### config.mk
export PLATFORM = sky130hd
export DESIGN_NAME = pcf_top
export DESIGN_NICKNAME = d
export VERILOG_FILES = /design/src/logic/pcf_pkg.sv /design/src/logic/pcf_bank_if.sv /design/src/logic/pcf_bank.sv /design/src/logic/pcf_top.sv
export VERILOG_INCLUDE_DIRS = /design/src /design/src/logic
export SDC_FILE = /design/constraint.sdc
export NUM_CORES = 1
export LEC_CHECK = 0
export BUFFER_PORTS_ARGS = -buffer_cell sky130_fd_sc_hd__buf_2
export CAP_MARGIN = 5
export CORE_UTILIZATION = 52
export CTS_CLUSTER_DIAMETER = 30
export CTS_CLUSTER_SIZE = 28
export DETAILED_ROUTE_END_ITERATION = 6
export GPL_ROUTABILITY_DRIVEN = 0
export PLACE_DENSITY_LB_ADDON = 0.05
export SKIP_LAST_GASP = 1
export SLEW_MARGIN = 10
export SYNTH_ARGS = -nofsm -noshare
export SYNTH_HDL_FRONTEND = slang
export SYNTH_SLANG_ARGS = --single-unit
export TNS_END_PERCENT = 100
### constraint.sdc
create_clock -name CLK -period 4.5 [get_ports CLK]
set_input_delay 0.45 -clock CLK [delete_from_list [all_inputs] [get_ports CLK]]
set_output_delay 0.45 -clock CLK [all_outputs]
set_load 0.005 [all_outputs]
### src/logic/pcf_map.svh
/*
  Offsets, field positions, reset values and timing counts of the clock fanout control.
  Assumes a 100 MHz system clock and a 32-bit AXI4-Lite register port.
*/
`ifndef PCF_MAP_SVH
`define PCF_MAP_SVH
// Register byte offsets
`define PCF_CTRL_OFFSET 8'h00
`define PCF_FSEL_OFFSET 8'h04
`define PCF_STATUS_OFFSET 8'h08
`define PCF_IRQ_STATUS_OFFSET 8'h0C
`define PCF_IRQ_MASK_OFFSET 8'h10
// Control register fields
`define PCF_CTRL_REF_SEL 0
`define PCF_CTRL_BYPASS 1
`define PCF_CTRL_POLARITY 2
`define PCF_CTRL_STYLE 3
`define PCF_CTRL_PWR_N 4
`define PCF_CTRL_STOP_LSB 5
`define PCF_CTRL_FBF_LSB 10
`define PCF_CTRL_DIV_LSB 12
`define PCF_CTRL_WIDTH 16
// Reset values: polarity high, powered, divider MM, zero-delay feedback
`define PCF_CTRL_RESET 16'h5414
`define PCF_FSEL_RESET 10'h155
// Interrupt status bits
`define PCF_IRQ_LOCK_GAINED 0
`define PCF_IRQ_LOCK_LOST 1
// Timing
`define PCF_CLK_PERIOD_NS 10
`define PCF_REF_TIMEOUT_NS 480
`define PCF_REF_TIMEOUT_CYC ((`PCF_REF_TIMEOUT_NS) / (`PCF_CLK_PERIOD_NS))
`define PCF_LOCK_MATCHES 4
`endif

### src/logic/pcf_pkg.sv
/*
  Types shared by the clock fanout control modules.
  Assumes nothing beyond a SystemVerilog compiler.
*/
`default_nettype none
package pcf_pkg;
  // Output function select codes
  typedef enum logic [1:0] {
    PCF_FN_DIV2 = 2'h0,
    PCF_FN_ZERO = 2'h1,
    PCF_FN_INV = 2'h2,
    PCF_FN_DIV4 = 2'h3
  } pcf_fn_t;
  // Lock tracker states, one-hot
  typedef enum logic [2:0] {
    PCF_LK_IDLE = 3'h1,
    PCF_LK_TRACK = 3'h2,
    PCF_LK_LOCKED = 3'h4
  } pcf_lock_t;
endpackage : pcf_pkg
`default_nettype wire

### src/logic/pcf_bank_if.sv
/*
  Signals between the control core and one output bank generator.
  Assumes one instance per bank, all on the system clock.
*/
`timescale 1ns/10ps
`default_nettype none
interface pcf_bank_if;
  logic base; // Internal base clock level
  logic base_rise; // Base clock rose last cycle
  logic pd_active; // Power-down in force
  logic style; // Stop style: 1 gate, 0 tri-state
  logic pol; // Edge polarity select
  logic stop_req; // Bank stop request
  logic [1:0] fsel; // Function select
  logic out; // Registered true output
  logic out_n; // Registered complement output
  logic oe_n; // Output enable, low drives
  logic stopped; // Bank parked by its stop request
  modport ctrl (output base, base_rise, pd_active, style, pol, stop_req, fsel,
                input out, out_n, oe_n, stopped);
  modport bank (input base, base_rise, pd_active, style, pol, stop_req, fsel,
                output out, out_n, oe_n, stopped);
endinterface : pcf_bank_if
`default_nettype wire

### src/logic/pcf_bank.sv
/*
  One output bank: function select, divide, synchronous stop and power-down parking.
  Assumes base clock and its rise pulse come from the control core on the same clock.
*/
`timescale 1ns/10ps
`default_nettype none
module pcf_bank (
  input wire logic clk,
  input wire logic rst_n,
  pcf_bank_if.bank bif
);
  import pcf_pkg::*;
  logic [1:0] div_cnt; // Divide counter, steps on base rise
  logic stopped; // Stop flag, held through power-down
  logic raw; // Running output before parking
  logic rest; // Parked level of the true output
  logic next_stopped;
  logic parked;
  // Function decode
  assign raw = (pcf_fn_t'(bif.fsel) == PCF_FN_ZERO) ? bif.base :
               (pcf_fn_t'(bif.fsel) == PCF_FN_INV) ? ~bif.base :
               (pcf_fn_t'(bif.fsel) == PCF_FN_DIV2) ? div_cnt[0] : div_cnt[1];
  // Rest opposite to polarity
  assign rest = ~bif.pol;
  // Stop and release only at the rest level, so no runt pulse
  assign next_stopped = bif.pd_active ? stopped :
                        (raw == rest) ? bif.stop_req : stopped;
  assign parked = bif.pd_active | stopped;
  // Divide counter, halted in power-down
  always_ff @(posedge clk or negedge rst_n) begin
    if (!rst_n) begin
      div_cnt <= 2'h0;
    end else if (bif.base_rise && !bif.pd_active) begin
      div_cnt <= div_cnt + 2'h1;
    end
  end
  // Stop flag and output registers
  always_ff @(posedge clk or negedge rst_n) begin
    if (!rst_n) begin
      stopped <= 1'b0;
      bif.out <= 1'b0;
      bif.out_n <= 1'b1;
      bif.oe_n <= 1'b0;
    end else begin
      stopped <= next_stopped;
      bif.out <= parked ? rest : raw;
      bif.out_n <= parked ? ~rest : ~raw;
      bif.oe_n <= parked & ~bif.style;
    end
  end
  assign bif.stopped = stopped;
endmodule : pcf_bank
`default_nettype wire

### src/logic/pcf_top.sv
/*
  Clock fanout control core: reference select, edge alignment, internal oscillator model,
  lock tracking, five output banks plus feedback bank, AXI4-Lite registers and interrupt.
  Assumes reference clocks arrive asynchronously and are much slower than CLK.
*/
// Our own choices: the address map and register access over AXI4-Lite.
`timescale 1ns/10ps
`default_nettype none
`include "pcf_map.svh"
module pcf_top #(
  parameter int PERIOD_W = 8,
  parameter int BANKS = 5
) (
  input wire logic CLK,
  input wire logic RSTN,
  input wire logic REF_CLOCK_A,
  input wire logic REF_CLOCK_B,
  input wire logic [7:0] S_AXI_AWADDR,
  input wire logic S_AXI_AWVALID,
  output logic S_AXI_AWREADY,
  input wire logic [31:0] S_AXI_WDATA,
  input wire logic [3:0] S_AXI_WSTRB,
  input wire logic S_AXI_WVALID,
  output logic S_AXI_WREADY,
  output logic [1:0] S_AXI_BRESP,
  output logic S_AXI_BVALID,
  input wire logic S_AXI_BREADY,
  input wire logic [7:0] S_AXI_ARADDR,
  input wire logic S_AXI_ARVALID,
  output logic S_AXI_ARREADY,
  output logic [31:0] S_AXI_RDATA,
  output logic [1:0] S_AXI_RRESP,
  output logic S_AXI_RVALID,
  input wire logic S_AXI_RREADY,
  output logic [2*BANKS-1:0] BANK_CLOCK_OUT,
  output logic [2*BANKS-1:0] BANK_CLOCK_OE_N,
  output logic FEEDBACK_CLOCK_OUT,
  output logic FEEDBACK_CLOCK_OUT_N,
  output logic FEEDBACK_OE_N,
  output logic LOCK,
  output logic IRQ
);
  import pcf_pkg::*;

  // Three-level digit: 0 low, 1 mid, 2 high, 3 read as mid
  function automatic logic [3:0] fb_divider(input logic [3:0] sel);
    logic [1:0] hi;
    logic [1:0] lo;
    hi = (sel[3:2] == 2'h3) ? 2'h1 : sel[3:2];
    lo = (sel[1:0] == 2'h3) ? 2'h1 : sel[1:0];
    case ({hi, lo})
      4'h0: fb_divider = 4'h2;
      4'h1: fb_divider = 4'h3;
      4'h2: fb_divider = 4'h4;
      4'h4: fb_divider = 4'h5;
      4'h5: fb_divider = 4'h1;
      4'h6: fb_divider = 4'h6;
      4'h8: fb_divider = 4'h8;
      4'h9: fb_divider = 4'hA;
      default: fb_divider = 4'hC;
    endcase
  endfunction : fb_divider

  // Byte-lane merge for register writes
  function automatic logic [31:0] merge_strb(input logic [31:0] old, input logic [31:0] dat,
                                             input logic [3:0] strb);
    merge_strb = old;
    for (int i = 0; i < 4; i++) begin
      if (strb[i]) begin
        merge_strb[8*i +: 8] = dat[8*i +: 8];
      end
    end
  endfunction : merge_strb

  // Reset release synchroniser
  logic rst_m; // First stage
  logic rst_n; // Released reset
  always_ff @(posedge CLK or negedge RSTN) begin
    if (!RSTN) begin
      rst_m <= 1'b0;
      rst_n <= 1'b0;
    end else begin
      rst_m <= 1'b1;
      rst_n <= rst_m;
    end
  end

  // Registers
  logic [`PCF_CTRL_WIDTH-1:0] ctrl; // Control bits
  logic [2*BANKS-1:0] fsel; // Bank function selects
  logic [1:0] irq_status; // Sticky events
  logic [1:0] irq_mask; // Interrupt enables
  wire logic ref_select = ctrl[`PCF_CTRL_REF_SEL];
  wire logic bypass = ctrl[`PCF_CTRL_BYPASS];
  wire logic pol = ctrl[`PCF_CTRL_POLARITY];
  wire logic style = ctrl[`PCF_CTRL_STYLE];
  wire logic pwr_on = ctrl[`PCF_CTRL_PWR_N];
  wire logic [BANKS-1:0] stop_req = ctrl[`PCF_CTRL_STOP_LSB +: BANKS];
  wire logic [1:0] fb_fsel = ctrl[`PCF_CTRL_FBF_LSB +: 2];
  wire logic [3:0] div_sel = ctrl[`PCF_CTRL_DIV_LSB +: 4];

  // Reference synchronisers, second stage only is read
  logic ref_a_m;
  logic ref_a_s;
  logic ref_b_m;
  logic ref_b_s;
  logic ref_d; // Selected reference, one cycle late
  wire logic ref_sel = ref_select ? ref_b_s : ref_a_s;
  always_ff @(posedge CLK or negedge rst_n) begin
    if (!rst_n) begin
      {ref_a_m, ref_a_s, ref_b_m, ref_b_s, ref_d} <= 5'h00;
    end else begin
      ref_a_m <= REF_CLOCK_A;
      ref_a_s <= ref_a_m;
      ref_b_m <= REF_CLOCK_B;
      ref_b_s <= ref_b_m;
      ref_d <= ref_sel;
    end
  end
  wire logic aligned_ref = pol ? ref_sel : ~ref_sel;
  // Active reference edge, ignored while powered down
  wire logic act_edge = pwr_on & (pol ? (ref_sel & ~ref_d) : (~ref_sel & ref_d));

  // Reference period measurement
  logic [PERIOD_W-1:0] per_cnt; // Cycles since last active edge
  logic [PERIOD_W-1:0] per_last; // Last full period
  logic timed_out; // No edge within timeout
  wire logic at_timeout = (per_cnt >= PERIOD_W'(`PCF_REF_TIMEOUT_CYC));
  always_ff @(posedge CLK or negedge rst_n) begin
    if (!rst_n) begin
      per_cnt <= '0;
      per_last <= '0;
      timed_out <= 1'b0;
    end else if (!pwr_on) begin
      per_cnt <= '0;
      timed_out <= 1'b1;
    end else if (act_edge) begin
      per_last <= per_cnt + PERIOD_W'(1);
      per_cnt <= '0;
      timed_out <= 1'b0;
    end else if (at_timeout) begin
      timed_out <= 1'b1;
    end else begin
      per_cnt <= per_cnt + PERIOD_W'(1);
    end
  end

  // Oscillator model: period divided by the feedback divider
  wire logic [3:0] fb_div = fb_divider(div_sel);
  wire logic [PERIOD_W-1:0] half_raw = per_last / PERIOD_W'({fb_div, 1'b0});
  wire logic [PERIOD_W-1:0] half = (half_raw == '0) ? PERIOD_W'(1) : half_raw;
  logic [PERIOD_W-1:0] vco_cnt;
  logic vco;
  always_ff @(posedge CLK or negedge rst_n) begin
    if (!rst_n) begin
      vco_cnt <= '0;
      vco <= 1'b0;
    end else if (!pwr_on) begin
      vco_cnt <= vco_cnt; // Switching halted
    end else if (act_edge) begin
      vco_cnt <= '0; // Phase realigned to the active edge
      vco <= 1'b1;
    end else if (vco_cnt + PERIOD_W'(1) >= half) begin
      vco_cnt <= '0;
      vco <= ~vco;
    end else begin
      vco_cnt <= vco_cnt + PERIOD_W'(1);
    end
  end

  // Base clock for the banks, bypass takes the reference directly
  wire logic next_base = bypass ? aligned_ref : vco;
  logic base;
  logic base_rise;
  always_ff @(posedge CLK or negedge rst_n) begin
    if (!rst_n) begin
      base <= 1'b0;
      base_rise <= 1'b0;
    end else begin
      base <= next_base;
      base_rise <= next_base & ~base;
    end
  end

  // Lock tracker: consecutive matching periods
  pcf_lock_t lk_state;
  pcf_lock_t next_lk_state;
  logic [2:0] match_cnt;
  wire logic [PERIOD_W-1:0] per_now = per_cnt + PERIOD_W'(1);
  wire logic per_match = (per_now <= per_last + PERIOD_W'(1)) && (per_now + PERIOD_W'(1) >= per_last);
  wire logic lose = !pwr_on || bypass || timed_out || (act_edge && !per_match);
  always_comb begin
    next_lk_state = lk_state;
    unique case (lk_state)
      PCF_LK_IDLE: begin
        if (act_edge && !lose) begin
          next_lk_state = PCF_LK_TRACK;
        end
      end
      PCF_LK_TRACK: begin
        if (lose) begin
          next_lk_state = PCF_LK_IDLE;
        end else if (act_edge && match_cnt == 3'(`PCF_LOCK_MATCHES - 1)) begin
          next_lk_state = PCF_LK_LOCKED;
        end
      end
      PCF_LK_LOCKED: begin
        if (lose) begin
          next_lk_state = PCF_LK_IDLE;
        end
      end
    endcase
  end
  always_ff @(posedge CLK or negedge rst_n) begin
    if (!rst_n) begin
      lk_state <= PCF_LK_IDLE;
      match_cnt <= 3'h0;
      LOCK <= 1'b0;
    end else begin
      lk_state <= next_lk_state;
      match_cnt <= (next_lk_state != PCF_LK_TRACK) ? 3'h0 : match_cnt + 3'(act_edge);
      LOCK <= (next_lk_state == PCF_LK_LOCKED);
    end
  end
  wire logic lock_gained = (next_lk_state == PCF_LK_LOCKED) && !LOCK;
  wire logic lock_lost = (next_lk_state != PCF_LK_LOCKED) && LOCK;

  // Bank generators, the last one drives feedback
  pcf_bank_if bif [BANKS:0] ();
  logic [BANKS:0] stopped;
  for (genvar b = 0; b <= BANKS; b++) begin : g_bank
    assign bif[b].base = base;
    assign bif[b].base_rise = base_rise;
    assign bif[b].pd_active = ~pwr_on;
    assign bif[b].style = style;
    assign bif[b].pol = pol;
    assign bif[b].stop_req = (b < BANKS) ? stop_req[b % BANKS] : 1'b0;
    assign bif[b].fsel = (b < BANKS) ? fsel[2*(b % BANKS) +: 2] : fb_fsel;
    assign stopped[b] = bif[b].stopped;
    pcf_bank u_bank (
      .clk(CLK),
      .rst_n(rst_n),
      .bif(bif[b])
    );
    if (b < BANKS) begin : g_out
      assign BANK_CLOCK_OUT[2*b +: 2] = {2{bif[b].out}};
      assign BANK_CLOCK_OE_N[2*b +: 2] = {2{bif[b].oe_n}};
    end else begin : g_fb
      assign FEEDBACK_CLOCK_OUT = bif[b].out;
      assign FEEDBACK_CLOCK_OUT_N = bif[b].out_n;
      assign FEEDBACK_OE_N = bif[b].oe_n;
    end
  end

  // AXI4-Lite write path
  logic aw_held;
  logic w_held;
  logic [7:0] aw_addr;
  logic [31:0] w_data;
  logic [3:0] w_strb;
  wire logic do_write = aw_held & w_held & ~S_AXI_BVALID;
  wire logic wr_ctrl = do_write && aw_addr == `PCF_CTRL_OFFSET;
  wire logic wr_fsel = do_write && aw_addr == `PCF_FSEL_OFFSET;
  wire logic wr_stat = do_write && aw_addr == `PCF_IRQ_STATUS_OFFSET;
  wire logic wr_mask = do_write && aw_addr == `PCF_IRQ_MASK_OFFSET;
  wire logic wr_ok = wr_ctrl | wr_fsel | wr_stat | wr_mask | (aw_addr == `PCF_STATUS_OFFSET);
  wire logic [31:0] wmerge_ctrl = merge_strb(32'(ctrl), w_data, w_strb);
  wire logic [31:0] wmerge_fsel = merge_strb(32'(fsel), w_data, w_strb);
  wire logic [31:0] wmerge_mask = merge_strb(32'(irq_mask), w_data, w_strb);
  wire logic [31:0] wclear = merge_strb(32'h0, w_data, w_strb);
  always_ff @(posedge CLK or negedge rst_n) begin
    if (!rst_n) begin
      {aw_held, w_held, S_AXI_BVALID} <= 3'h0;
      {S_AXI_AWREADY, S_AXI_WREADY} <= 2'h0;
      aw_addr <= 8'h00;
      w_data <= 32'h0;
      w_strb <= 4'h0;
      S_AXI_BRESP <= 2'h0;
    end else begin
      if (S_AXI_AWVALID && S_AXI_AWREADY) begin
        aw_held <= 1'b1;
        aw_addr <= {S_AXI_AWADDR[7:2], 2'h0};
      end
      if (S_AXI_WVALID && S_AXI_WREADY) begin
        w_held <= 1'b1;
        w_data <= S_AXI_WDATA;
        w_strb <= S_AXI_WSTRB;
      end
      S_AXI_AWREADY <= ~aw_held & ~(S_AXI_AWVALID & S_AXI_AWREADY) & ~S_AXI_BVALID;
      S_AXI_WREADY <= ~w_held & ~(S_AXI_WVALID & S_AXI_WREADY) & ~S_AXI_BVALID;
      if (do_write) begin
        {aw_held, w_held} <= 2'h0;
        S_AXI_BVALID <= 1'b1;
        S_AXI_BRESP <= wr_ok ? 2'h0 : 2'h2; // Unmapped gives SLVERR
      end else if (S_AXI_BVALID && S_AXI_BREADY) begin
        S_AXI_BVALID <= 1'b0;
      end
    end
  end

  // Register updates; hardware set wins over write-one clear
  always_ff @(posedge CLK or negedge rst_n) begin
    if (!rst_n) begin
      ctrl <= `PCF_CTRL_RESET;
      fsel <= `PCF_FSEL_RESET;
      irq_mask <= 2'h0;
      irq_status <= 2'h0;
      IRQ <= 1'b0;
    end else begin
      if (wr_ctrl) ctrl <= wmerge_ctrl[`PCF_CTRL_WIDTH-1:0];
      if (wr_fsel) fsel <= wmerge_fsel[2*BANKS-1:0];
      if (wr_mask) irq_mask <= wmerge_mask[1:0];
      irq_status <= (irq_status & ~(wr_stat ? wclear[1:0] : 2'h0)) | {lock_lost, lock_gained};
      IRQ <= |(irq_status & irq_mask);
    end
  end

  // AXI4-Lite read path, answer one cycle after address
  wire logic [7:0] ar_addr = {S_AXI_ARADDR[7:2], 2'h0};
  wire logic [31:0] status_word = 32'({stopped, ref_select, LOCK});
  wire logic rd_ok = ar_addr == `PCF_CTRL_OFFSET || ar_addr == `PCF_FSEL_OFFSET ||
                     ar_addr == `PCF_STATUS_OFFSET || ar_addr == `PCF_IRQ_STATUS_OFFSET ||
                     ar_addr == `PCF_IRQ_MASK_OFFSET;
  wire logic [31:0] rd_mux = (ar_addr == `PCF_CTRL_OFFSET) ? 32'(ctrl) :
                             (ar_addr == `PCF_FSEL_OFFSET) ? 32'(fsel) :
                             (ar_addr == `PCF_STATUS_OFFSET) ? status_word :
                             (ar_addr == `PCF_IRQ_STATUS_OFFSET) ? 32'(irq_status) :
                             (ar_addr == `PCF_IRQ_MASK_OFFSET) ? 32'(irq_mask) : 32'h0;
  always_ff @(posedge CLK or negedge rst_n) begin
    if (!rst_n) begin
      S_AXI_ARREADY <= 1'b0;
      S_AXI_RVALID <= 1'b0;
      S_AXI_RDATA <= 32'h0;
      S_AXI_RRESP <= 2'h0;
    end else if (S_AXI_ARVALID && S_AXI_ARREADY) begin
      S_AXI_ARREADY <= 1'b0;
      S_AXI_RVALID <= 1'b1;
      S_AXI_RDATA <= rd_mux;
      S_AXI_RRESP <= rd_ok ? 2'h0 : 2'h2;
    end else if (S_AXI_RVALID) begin
      S_AXI_RVALID <= ~S_AXI_RREADY;
    end else begin
      S_AXI_ARREADY <= 1'b1;
    end
  end
endmodule : pcf_top
`default_nettype wire

Word-level counts from Yosys, hierarchy flattened. Memory sizes are Yosys's and may differ from the RTL's. Cells that the tools add are included. W data, S select, Z words.

Register bits after elaboration: 170. Latch bits: 0. RAM bits: 0. Bits in read-only memories: 64. Input bits: 61. Output and inout port bits: 66. Logic and storage cells: 279. Memories kept: 1.

Memory list: (name not given) (depth 16, bits a word 4, rd ports 1, clocked after Yosys merged registers in 0, wr ports 0, RTL line pcf_top.sv:51) `case ({hi, lo})`.

Add/sub/neg operators: 11. Multipliers: 0. Divide/modulo/power cells: 1. $lt $le $gt $ge: 4. Equal/unequal tests: 37. Shift operators: 0. Muxes and demuxes: 67. Bitwise gates (word level): 45. Reductions and logical operators: 52.

Operator list (number): $mux W8 (6); $mux W1 (44); $add A8 B1 Y8 const B (4); $eq A6 B2 Y1 const B (4); $logic_not A8 Y1 (3); $reduce_and A2 Y1 (12); $and A1 B1 Y1 (18); $eq A2 B2 Y1 const B (8); $ge A8 B8 Y1 (2); $mux W16 (1); $mux W2 (8); $logic_and A1 B1 Y1 (15); $mux W3 (5); $not A1 Y1 (14); $add A2 B1 Y2 const B (6); $eq A2 B1 Y1 const B (6); $eq A6 B1 Y1 const B (2); $eq A6 B3 Y1 const B (2); $logic_not A2 Y1 (6); $mux W10 (1); $or A1 B1 Y1 (9); $pmux W3 S3 (1); $div A8 B5 Y8 (1); $ge A8 B6 Y1 const B (1); 18 further kinds (38).

Logic depth before layout (Yosys ltp). Gate-level depths: netlist (run 1).

Depth after elaboration: 14. Depth in mapped cells: 54. Mapped depth without buffers: 53.

Hierarchy. A second synthesis (run 1) with hierarchy kept.

Cells, all modules: 863. Area total of the unflattened synthesis: 9135.0 um2.

Modules (own cells, without submodules): pcf_top (instances 1, cells each 707, area each 7303.3 um2, sequential area each 3066.7 um2); pcf_bank (instances 6, cells each 26, area each 305.3 um2, sequential area each 151.4 um2).

Worst setup path after synthesis (run 1). No wires, ideal clock.

Path type: reg2reg. From: register ctrl[12]. To: register vco_cnt[1]. Setup time: 0.066 ns. Data arrival time: 10.727 ns. Required time: 4.434 ns. Slack: -6.293 ns. Cell stages (with the launch flop): 51. Buffers on the path: 1. Clock period less this slack: 10.793 ns. Path through: dfstp_2 -> clkbuf_2 -> nand2b_1 -> a21oi_1 -> ha_1 -> and3_1 -> nor2_1 -> ha_1 -> or4b_4 -> a211oi_2 -> nor2_1 -> ha_1 -> or2_1 -> o221a_2 -> inv_1 -> nor3_1 -> or2_2 -> ha_1 -> (+15 left out) -> nor3_4 -> nor2_1 -> a21oi_1 -> ha_1 -> a21o_1 -> a21o_1 -> a221o_1 -> a21o_1 -> a311o_1 -> ha_1 -> nand2b_1 -> a21o_1 -> a21o_1 -> a211o_1 -> a21oi_1 -> o21ai_0 -> nor2_1 -> a22o_1.

Word-level cells in the longest chain between the ends: 9.

RTL lines: start, declared (RTL line pcf_top.sv:89) `` logic [`PCF_CTRL_WIDTH-1:0] ctrl; ``; start signal, assigned (RTL line pcf_top.sv:304) `` ctrl <= `PCF_CTRL_RESET; ``; start signal, assigned (RTL line pcf_top.sv:310) `` if (wr_ctrl) ctrl <= wmerge_ctrl[`PCF_CTRL_WIDTH-1:0]; ``; $eq A2 B2 Y1 (RTL line pcf_top.sv:50) `lo = (sel[1:0] == 2'h3) ? 2'h1 : sel[1:0];`; $mux W2 * (RTL line pcf_top.sv:50); $mem_v2 Z16 W4 *; $div A8 B5 Y8 * (RTL line pcf_top.sv:150) `wire logic [PERIOD_W-1:0] half_raw = per_last / PERIOD_W'({fb_div, 1'b0});`; $logic_not A8 Y1 (RTL line pcf_top.sv:151) `wire logic [PERIOD_W-1:0] half = (half_raw == '0) ? PERIOD_W'(1) : half_raw;`; $mux W8 * (RTL line pcf_top.sv:151); $ge A8 B8 Y1 * (RTL line pcf_top.sv:163) `end else if (vco_cnt + PERIOD_W'(1) >= half) begin`; $mux W8 * (RTL line pcf_top.sv:163); $mux W8 * (RTL line pcf_top.sv:160) `end else if (act_edge) begin`; end signal, assigned (RTL line pcf_top.sv:159) `vco_cnt <= vco_cnt;`; end signal, assigned (RTL line pcf_top.sv:167) `vco_cnt <= vco_cnt + PERIOD_W'(1);`; end, declared (RTL line pcf_top.sv:152) `logic [PERIOD_W-1:0] vco_cnt;`.

Every way passes the cells marked *; elsewhere a longest branch is shown, timed or not. A chain may end at the register's enable or synchronous reset.

Worst setup path after layout (run 1).
From: register ctrl[12]. To: register vco_cnt[0].

The elaborated chain is that of the path after synthesis.

==> results.sh, run 1 <==
export IMPL_drive_gt1_frac=0.333
export IMPL_ys_top_cells_by_area="dfrtp_1, mux2_2, ha_1"
export IMPL_max_cap_viol_count=0
export IMPL_hold_viol=0
export IMPL_path_max_fanout=6
export IMPL_synthCells=795
export IMPL_crit_path_frequent_cell="a21o_1"
export IMPL_final_setup_viol_count=9
export IMPL_drv_slew=0
export IMPL_slowest_delay_ns=0.56
export IMPL_cts_buffers=17
export IMPL_port_buffers=86
export IMPL_finalSetupTns_ns=-50.77
export IMPL_final_common_cell="dfrtp_1"
export IMPL_netlist_area_leader_share=0.416
export IMPL_ys_seq_area_frac=0.453
export IMPL_synth_edff_count=0
export IMPL_antenna_left=0
export IMPL_gr_total_overflow=0
export IMPL_cts_tree="done"
export IMPL_rows=46
export IMPL_fin_skew_ns=0.00696
export IMPL_rsz0062_at_grt="true"
export IMPL_grt_pass1_vias=6516
export IMPL_ys_types=68
export IMPL_min_delay_path_class="in -> reg"
export IMPL_grt_start_max_net_pins=64
export IMPL_synth_seq_cells=152
export IMPL_crit_type="reg -> reg"
export IMPL_slew_headroom=0.358
export IMPL_cts_root_buf="clkbuf_16"
export IMPL_violations="negative setup slack"
export IMPL_required_ns=4.85
export IMPL_die_h_um=129
export IMPL_wl_per_cell_um=16.6
export IMPL_wl_mm=19.3
export IMPL_tightestPinTransition_ns=0.961
export IMPL_vias=6266
export IMPL_finalWorstSetupSlack_ns=-5.65
export IMPL_min_period_ns=10.15
export IMPL_fmax_mhz=98.5
export IMPL_area_growth_pct=22.3
export IMPL_core_um2=15800
export IMPL_io_pins=127
export IMPL_clk_pin_slew_ns=0.06
export IMPL_crit_path_end_kind="flip-flop"
export IMPL_synth_area_per_cell_um2=10.6
export IMPL_grt_antenna_before_repair=0
export IMPL_clk_path_buf_depth=2
export IMPL_cp_slowest_cell="dfstp_2"
export IMPL_syn_cell_area_um2=8420
export IMPL_drtIter0Drc=349
export IMPL_status="finished, violations left"
export IMPL_clock_sinks=152
export IMPL_post_route_drc_count=0
export IMPL_dpl_hpwl_mm=14.2
export IMPL_die_area_um2=16700
export IMPL_yosysWarnings=0
export IMPL_clock_latency_ns=0.43
export IMPL_n_antenna_cell=0
export IMPL_crit_arrival_ns=10.50
export IMPL_fin_crit_sh=2.26
export IMPL_viasPerCell=5.38
export IMPL_fin_util=0.651
export IMPL_layout_common_cells="dfrtp_1, buf_2, buf_4, nand2_1, mux2_2"
export IMPL_htreeDepth=4
export IMPL_grt_first_pass_wirelength_mm=31.8
export IMPL_drt_first_pass_iters=4
export IMPL_start_util=0.532
export IMPL_track_usage=0.249
export IMPL_async_flop_share=1.00
export IMPL_critPathLaunchType="flip-flop"
export IMPL_synth_ff_type="dfrtp_1"
export IMPL_nets=1050
export IMPL_die_width_um=129
export IMPL_yosys_area_top_type="dfrtp_1"
==> through the flow <==
stage               instances  worst slack [ns]  hold WS, ns  instance area [um2]
global route             1164             -6.13        0.110                10300
finish                   1164             -5.65        0.132                10300
detailed placement       1116             -5.97        0.236                 9400
global placement         1116             -5.59        0.234                 9400
CTS                      1160             -5.68        0.120                10200
floorplan                 813             -5.60        0.154                 8620
==> synthesized netlist by cell type, drive strengths merged, types with 5 or more instances <==
cell and instances:
dfrtp 140, mux2 65, nand2 65, ha 54, nor2 50, buf 40, xnor2 39, o21ai 37
inv 33, a21oi 28, mux2i 24, clkbuf 21, a22o 20, nand3 18, nor3 18, dfstp 12
o21a 12, a21o 10, and3 10, xor2 10, a211oi 7, nand2b 7, or3 7, and2 6
nor4 6, nor2b 5, o31ai 5, or2 5
==> worst max-delay path, delay by kind of cell (launching register included) <==
| kind | cells | cell delay [ns] |
|---|---|---|
| compound gates | 22 | 3.71 |
| simple gates | 18 | 3.38 |
| buf+inv | 1 | 0.08 |
| flops | 1 | 0.56 |
| fa+ha+maj | 8 | 1.89 |
| mux | 2 | 0.43 |
==> state kept, by name, summed over array words and instances, names as in the netlist, 2 cells and up <==
name	count
S_AXI_RDATA	16
ctrl	16
w_data	16
g_bank.u_bank.div_cnt	12
fsel	10
per_cnt	8
per_last	8
vco_cnt	8
aw_addr	6
g_bank.u_bank.bif.oe_n	6
g_bank.u_bank.bif.out	6
g_bank.u_bank.bif.stopped	5
lk_state	3
match_cnt	3
irq_mask	2
irq_status	2
w_strb	2
==> cells by family (layout without fill, tap and decap cells) <==
logic type / Yosys count / in the layout / share of synthesized area
AOI/OAI and AO/OA: 146 / 146 / 0.119
xor gates and xnor gates: 49 / 49 / 0.0509
adders and majority gates: 54 / 54 / 0.0802
buffers and inverters: 95 / 230 / 0.0596
DFF: 152 / 152 / 0.453
muxes: 89 / 89 / 0.115
other: 2 / 20 / 0.000891
and+or+nand+nor: 208 / 208 / 0.121
==> path summary, 6_finish.rpt <==
check                                        to        start  slack [ns]  depth (start not counted)
worst max-delay path                 vco_cnt[0]     ctrl[12]       -5.65                         51
worst min-delay path                    ref_b_m  REF_CLOCK_B        0.13                          1
worst max register to register       vco_cnt[0]     ctrl[12]       -5.65                         51
worst min register to register            rst_n        rst_m        0.35                          0
max in group asynchronous       S_AXI_RDATA[14]        rst_n        2.94                          1
min in group asynchronous                 rst_n         RSTN        0.33                          2
==> area by class of cell <==
type	instances	area, um2
Multi-Input combinational cell	566	4400
Timing Repair Buffer	164	1020
Tap cell	216	270
Fill cell	1270	5530
Sequential cell	152	3820
Inverter	34	130
Clock buffer	20	467
Clock inverter	12	188
==> metal layers <==
metal  up-vias  share of wire  track usage
li1       3035              -            -
met1      3087           0.43        0.291
met2       109           0.53        0.449
met3        35          0.026       0.0533
met4         0          0.021       0.0865
met5         -              0            0
==> timing repair <==
| item | CTS | global route |
|---|---|---|
| endpoints found under the hold margin | 2 | 0 |
| gates resized for setup | 12 | 10 |
| setup buffers | 11 | 4 |
| setup endpoints to repair | 9 | 9 |
| pin swaps | 14 | 11 |
| hold buffers | 1 | 0 |
Power of run 1 is left out: the tool's default activity adds up to more than one toggle a clock period on the data nets, which glitch-free logic cannot reach.
==> run 2, diff against run 1 <==
--- a/config.mk
+++ b/config.mk
@@ -8,7 +8,7 @@
 export LEC_CHECK = 0
 export BUFFER_PORTS_ARGS = -buffer_cell sky130_fd_sc_hd__buf_2
 export CAP_MARGIN = 5
-export CORE_UTILIZATION = 52
+export CORE_UTILIZATION = 40
 export CTS_CLUSTER_DIAMETER = 30
 export CTS_CLUSTER_SIZE = 28
 export DETAILED_ROUTE_END_ITERATION = 6
==> results.sh, run 2 (same netlist as run 1, synthesis figures left out) <==
export IMPL_status="finished, violations left"
export IMPL_violations="negative setup slack"
export IMPL_clock_latency_ns=0.42
export IMPL_drv_slew=0
export IMPL_final_setup_viol_count=9
export IMPL_grt_first_pass_wirelength_mm=32.4
export IMPL_cts_tree="done"
export IMPL_drtIter0Drc=213
export IMPL_clk_path_buf_depth=2
export IMPL_cp_slowest_cell="dfstp_2"
export IMPL_dpl_hpwl_mm=14.3
export IMPL_drive_gt1_frac=0.334
export IMPL_grtUsageMet1=0.235
export IMPL_post_route_drc_count=0
export IMPL_wl_mm=19.4
export IMPL_io_pins=127
export IMPL_vias=6219
export IMPL_viasPerCell=5.09
export IMPL_grt_antenna_before_repair=0
export IMPL_area_growth_pct=22.3
export IMPL_max_cap_viol_count=0
export IMPL_track_usage=0.189
export IMPL_fin_util=0.504
export IMPL_path_max_fanout=7
export IMPL_port_buffers=86
export IMPL_critPathLaunchType="flip-flop"
export IMPL_finalWorstSetupSlack_ns=-5.68
export IMPL_final_common_cell="dfrtp_1"
export IMPL_antenna_left=0
export IMPL_grt_pass1_vias=6562
export IMPL_fmax_mhz=98.2
export IMPL_die_area_um2=21600
export IMPL_grtUsageMet3=0.0339
export IMPL_num_fill_cells=1921
export IMPL_htreeDepth=4
export IMPL_required_ns=4.85
export IMPL_crit_arrival_ns=10.53
export IMPL_reg_top3="S_AXI_RDATA: 16 flops, ctrl: 16 flops, w_data: 16 flops"
export IMPL_core_um2=20400
export IMPL_slowest_delay_ns=0.55
export IMPL_crit_path_end_kind="flip-flop"
export IMPL_min_delay_path_class="in -> reg"
export IMPL_rsz0062_at_grt="true"
export IMPL_grt_start_max_net_pins=151
export IMPL_start_util=0.412
export IMPL_gr_total_overflow=0
export IMPL_hold_viol=0
export IMPL_clk_pin_slew_ns=0.06
export IMPL_drt_first_pass_iters=5
export IMPL_place_ws_ns=-5.96
export IMPL_die_width_um=147
export IMPL_rows=52
export IMPL_rrSetupSlack_ns=-5.68
export IMPL_layout_common_cells="dfrtp_1, buf_2, buf_4, nand2_1, mux2_2"
export IMPL_die_h_um=147
export IMPL_wl_per_cell_um=15.9
export IMPL_fin_crit_sh=2.26
export IMPL_nets=1053
export IMPL_crit_path_frequent_cell="buf_4"
export IMPL_crit_type="reg -> reg"
export IMPL_clock_sinks=152
export IMPL_grt_busiest_layer="met2"
export IMPL_cts_root_buf="clkbuf_16"
export IMPL_use_met2=0.329
export IMPL_n_antenna_cell=0
export IMPL_cts_buffers=17
export IMPL_min_period_ns=10.18
export IMPL_tightestPinTransition_ns=1.00
export IMPL_fin_skew_ns=0.0118
export IMPL_slew_headroom=0.329
run 2: final cells by class:
| cell class | instances | area [um2] | share of cell area |
|---|---|---|---|
| multi-input cells | 566 | 4400 | 0.427 |
| flip-flops and latches | 152 | 3820 | 0.371 |
| repair buffers | 167 | 1060 | 0.103 |
| clock buffers | 21 | 470 | 0.0457 |
| well taps | 270 | 338 | 0.0328 |
| inverters | 34 | 130 | 0.0126 |
| clock inverters | 11 | 88.8 | 0.00862 |
run 2: metal layers:
layer,up-vias,wire [um]
met1,3068,8600
met4,0,358
li1,3034,-
met2,93,9970
met3,24,452
met5,-,0
run 2: worst max-delay path: cells and delay by family (launching register included):
| kind | cells | cell delay, ns |
|---|---|---|
| compound gates | 20 | 3.41 |
| flops | 1 | 0.55 |
| buf+inv | 9 | 0.86 |
| simple gates | 17 | 3.21 |
| fa+ha+maj | 7 | 1.70 |
| mux | 1 | 0.32 |
run 2: path summary, 6_finish.rpt:
check / startpoint / to / cells after the start
setup / recovery: ctrl[12] / vco_cnt[5] / 54
hold / removal: REF_CLOCK_A / ref_a_m / 1
setup reg to reg: ctrl[12] / vco_cnt[5] / 54
hold reg to reg: ref_a_m / ref_a_s / 0
max in group asynchronous: rst_n / w_data[10] / 1
min in group asynchronous: RSTN / rst_m / 2
run 2: stage by stage:
step	hold slack, ns	cells	TNS, ns	area, um2
finish	0.146	1221	-51.02	10300
global route	0.131	1221	-55.05	10300
CTS	0.131	1219	-51.40	10300
detailed placement	0.236	1169	-53.58	9480
global placement	0.234	1169	-50.51	9480
floorplan	0.154	813	-49.98	8620
run 2: what timing repair did:
item	4_1_cts	5_1_grt
resized for setup	16	5
buffers inserted	17	2
hold buffers	1	0
setup endpoints to repair	9	9
pin swaps	24	19
hold endpoints to repair	2	0
Power of run 2 is left out for the same reason.
==> run 3, diff against run 2 <==
==> constraint.sdc (replaced) <==
create_clock -name CLK -period 4.5 [get_ports CLK]
set_input_delay 0.225 -clock CLK [delete_from_list [all_inputs] [get_ports CLK]]
set_output_delay 0.225 -clock CLK [all_outputs]
set_load 0.005 [all_outputs]
==> results.sh, run 3 (same netlist as run 1, synthesis figures left out) <==
export IMPL_fin_skew_ns=0.0118
export IMPL_die_area_um2=21600
export IMPL_num_fill_cells=1918
export IMPL_clk_path_buf_depth=2
export IMPL_crit_path_end_kind="flip-flop"
export IMPL_post_route_drc_count=0
export IMPL_n_antenna_cell=0
export IMPL_slew_headroom=0.329
export IMPL_clock_sinks=152
export IMPL_die_h_um=147
export IMPL_rr_worst_depth=54
export IMPL_grt_pass1_vias=6577
export IMPL_crit_path_frequent_cell="buf_4"
export IMPL_dpl_hpwl_mm=14.3
export IMPL_holdPathStages=2
export IMPL_cts_buffers=17
export IMPL_seqCellArea_um2=3820
export IMPL_grt_first_pass_wirelength_mm=32.5
export IMPL_final_setup_viol_count=9
export IMPL_status="finished, violations left"
export IMPL_stdcell_area_um2=10300
export IMPL_critical_path_buf_inv_count=9
export IMPL_final_common_cell="dfrtp_1"
export IMPL_layout_common_cells="dfrtp_1, buf_2, buf_4, nand2_1, mux2_2"
export IMPL_postPlaceCellArea_um2=9480
export IMPL_drt_first_pass_iters=5
export IMPL_crit_arrival_ns=10.52
export IMPL_gr_total_overflow=0
export IMPL_final_cells=1225
export IMPL_critPathLaunchType="flip-flop"
export IMPL_nets=1057
export IMPL_core_um2=20400
export IMPL_track_usage=0.189
export IMPL_cts_root_buf="clkbuf_16"
export IMPL_min_period_ns=10.17
export IMPL_antenna_left=0
export IMPL_wl_mm=19.4
export IMPL_clk_pin_slew_ns=0.07
export IMPL_cp_slowest_cell="dfstp_2"
export IMPL_multiInputGateArea_um2=4400
export IMPL_fin_util=0.506
export IMPL_hold_viol=0
export IMPL_reg_top3="S_AXI_RDATA: 16 flops, ctrl: 16 flops, w_data: 16 flops"
export IMPL_drv_slew=0
export IMPL_die_width_um=147
export IMPL_rsz0062_at_grt="true"
export IMPL_tightestPinTransition_ns=1.00
export IMPL_drive_gt1_frac=0.333
export IMPL_max_cap_viol_count=0
export IMPL_grt_antenna_before_repair=0
export IMPL_finalWorstSetupSlack_ns=-5.67
export IMPL_cpLargestDelayFamily="compound AO/OA/AOI/OAI gates"
export IMPL_grt_start_max_net_pins=151
export IMPL_vias=6254
export IMPL_crit_type="reg -> reg"
export IMPL_wl_per_cell_um=15.8
export IMPL_htreeDepth=4
export IMPL_violations="negative setup slack"
export IMPL_port_buffers=86
export IMPL_required_ns=4.85
export IMPL_fin_crit_sh=2.26
export IMPL_cp_num_cells=54
export IMPL_clock_latency_ns=0.42
export IMPL_min_delay_path_class="in -> reg"
export IMPL_io_pins=127
export IMPL_finalSetupTns_ns=-50.98
export IMPL_place_inst=1169
export IMPL_rows=52
export IMPL_fmax_mhz=98.3
export IMPL_viasPerCell=5.11
export IMPL_cts_tree="done"
export IMPL_slowest_delay_ns=0.55
export IMPL_area_growth_pct=22.8
export IMPL_path_max_fanout=7
export IMPL_drtIter0Drc=217
export IMPL_start_util=0.412
## run 3: per-stage QoR
step	setup slack (ns)	hold slack, ns
final	-5.67	0.0330
after floorplan	-5.60	-0.0706
after detailed placement	-5.96	0.0109
after CTS	-5.73	0.0157
after global routing	-6.13	0.0159
after global placement	-5.62	0.00943
## run 3: what timing repair did
item,4_1_cts,5_1_grt
resized for setup,16,5
buffers inserted,17,2
hold buffers,5,0
pin swaps,24,19
endpoints found under the hold margin,6,0
endpoints found under the setup margin,9,9
## run 3: area by class of cell
cell class	count	area share
Clock inverter	11	0.00859
Tap cell	270	0.0327
Multi-Input combinational cell	566	0.425
Sequential cell	152	0.370
Clock buffer	21	0.0455
Timing Repair Buffer	171	0.106
Inverter	34	0.0126
## run 3: path summary, 6_finish.rpt
path / startpoint / to / slack (ns)
hold / removal: S_AXI_AWADDR[3] / aw_addr[3] / 0.03
hold reg to reg: ref_a_m / ref_a_s / 0.35
setup reg to reg: ctrl[12] / vco_cnt[5] / -5.67
setup / recovery: ctrl[12] / vco_cnt[5] / -5.67
max in group asynchronous: rst_n / g_bank[3].u_bank.div_cnt[0] / 3.42
min in group asynchronous: RSTN / rst_m / 0.11
## run 3: metal layers
layer	vias to the layer above	GRT usage	wire (um)
li1	3041	-	-
met1	3096	0.235	8620
met2	93	0.329	9980
met3	24	0.0339	436
met4	0	0.0655	361
met5	-	0	0
Power of run 3 is left out for the same reason.
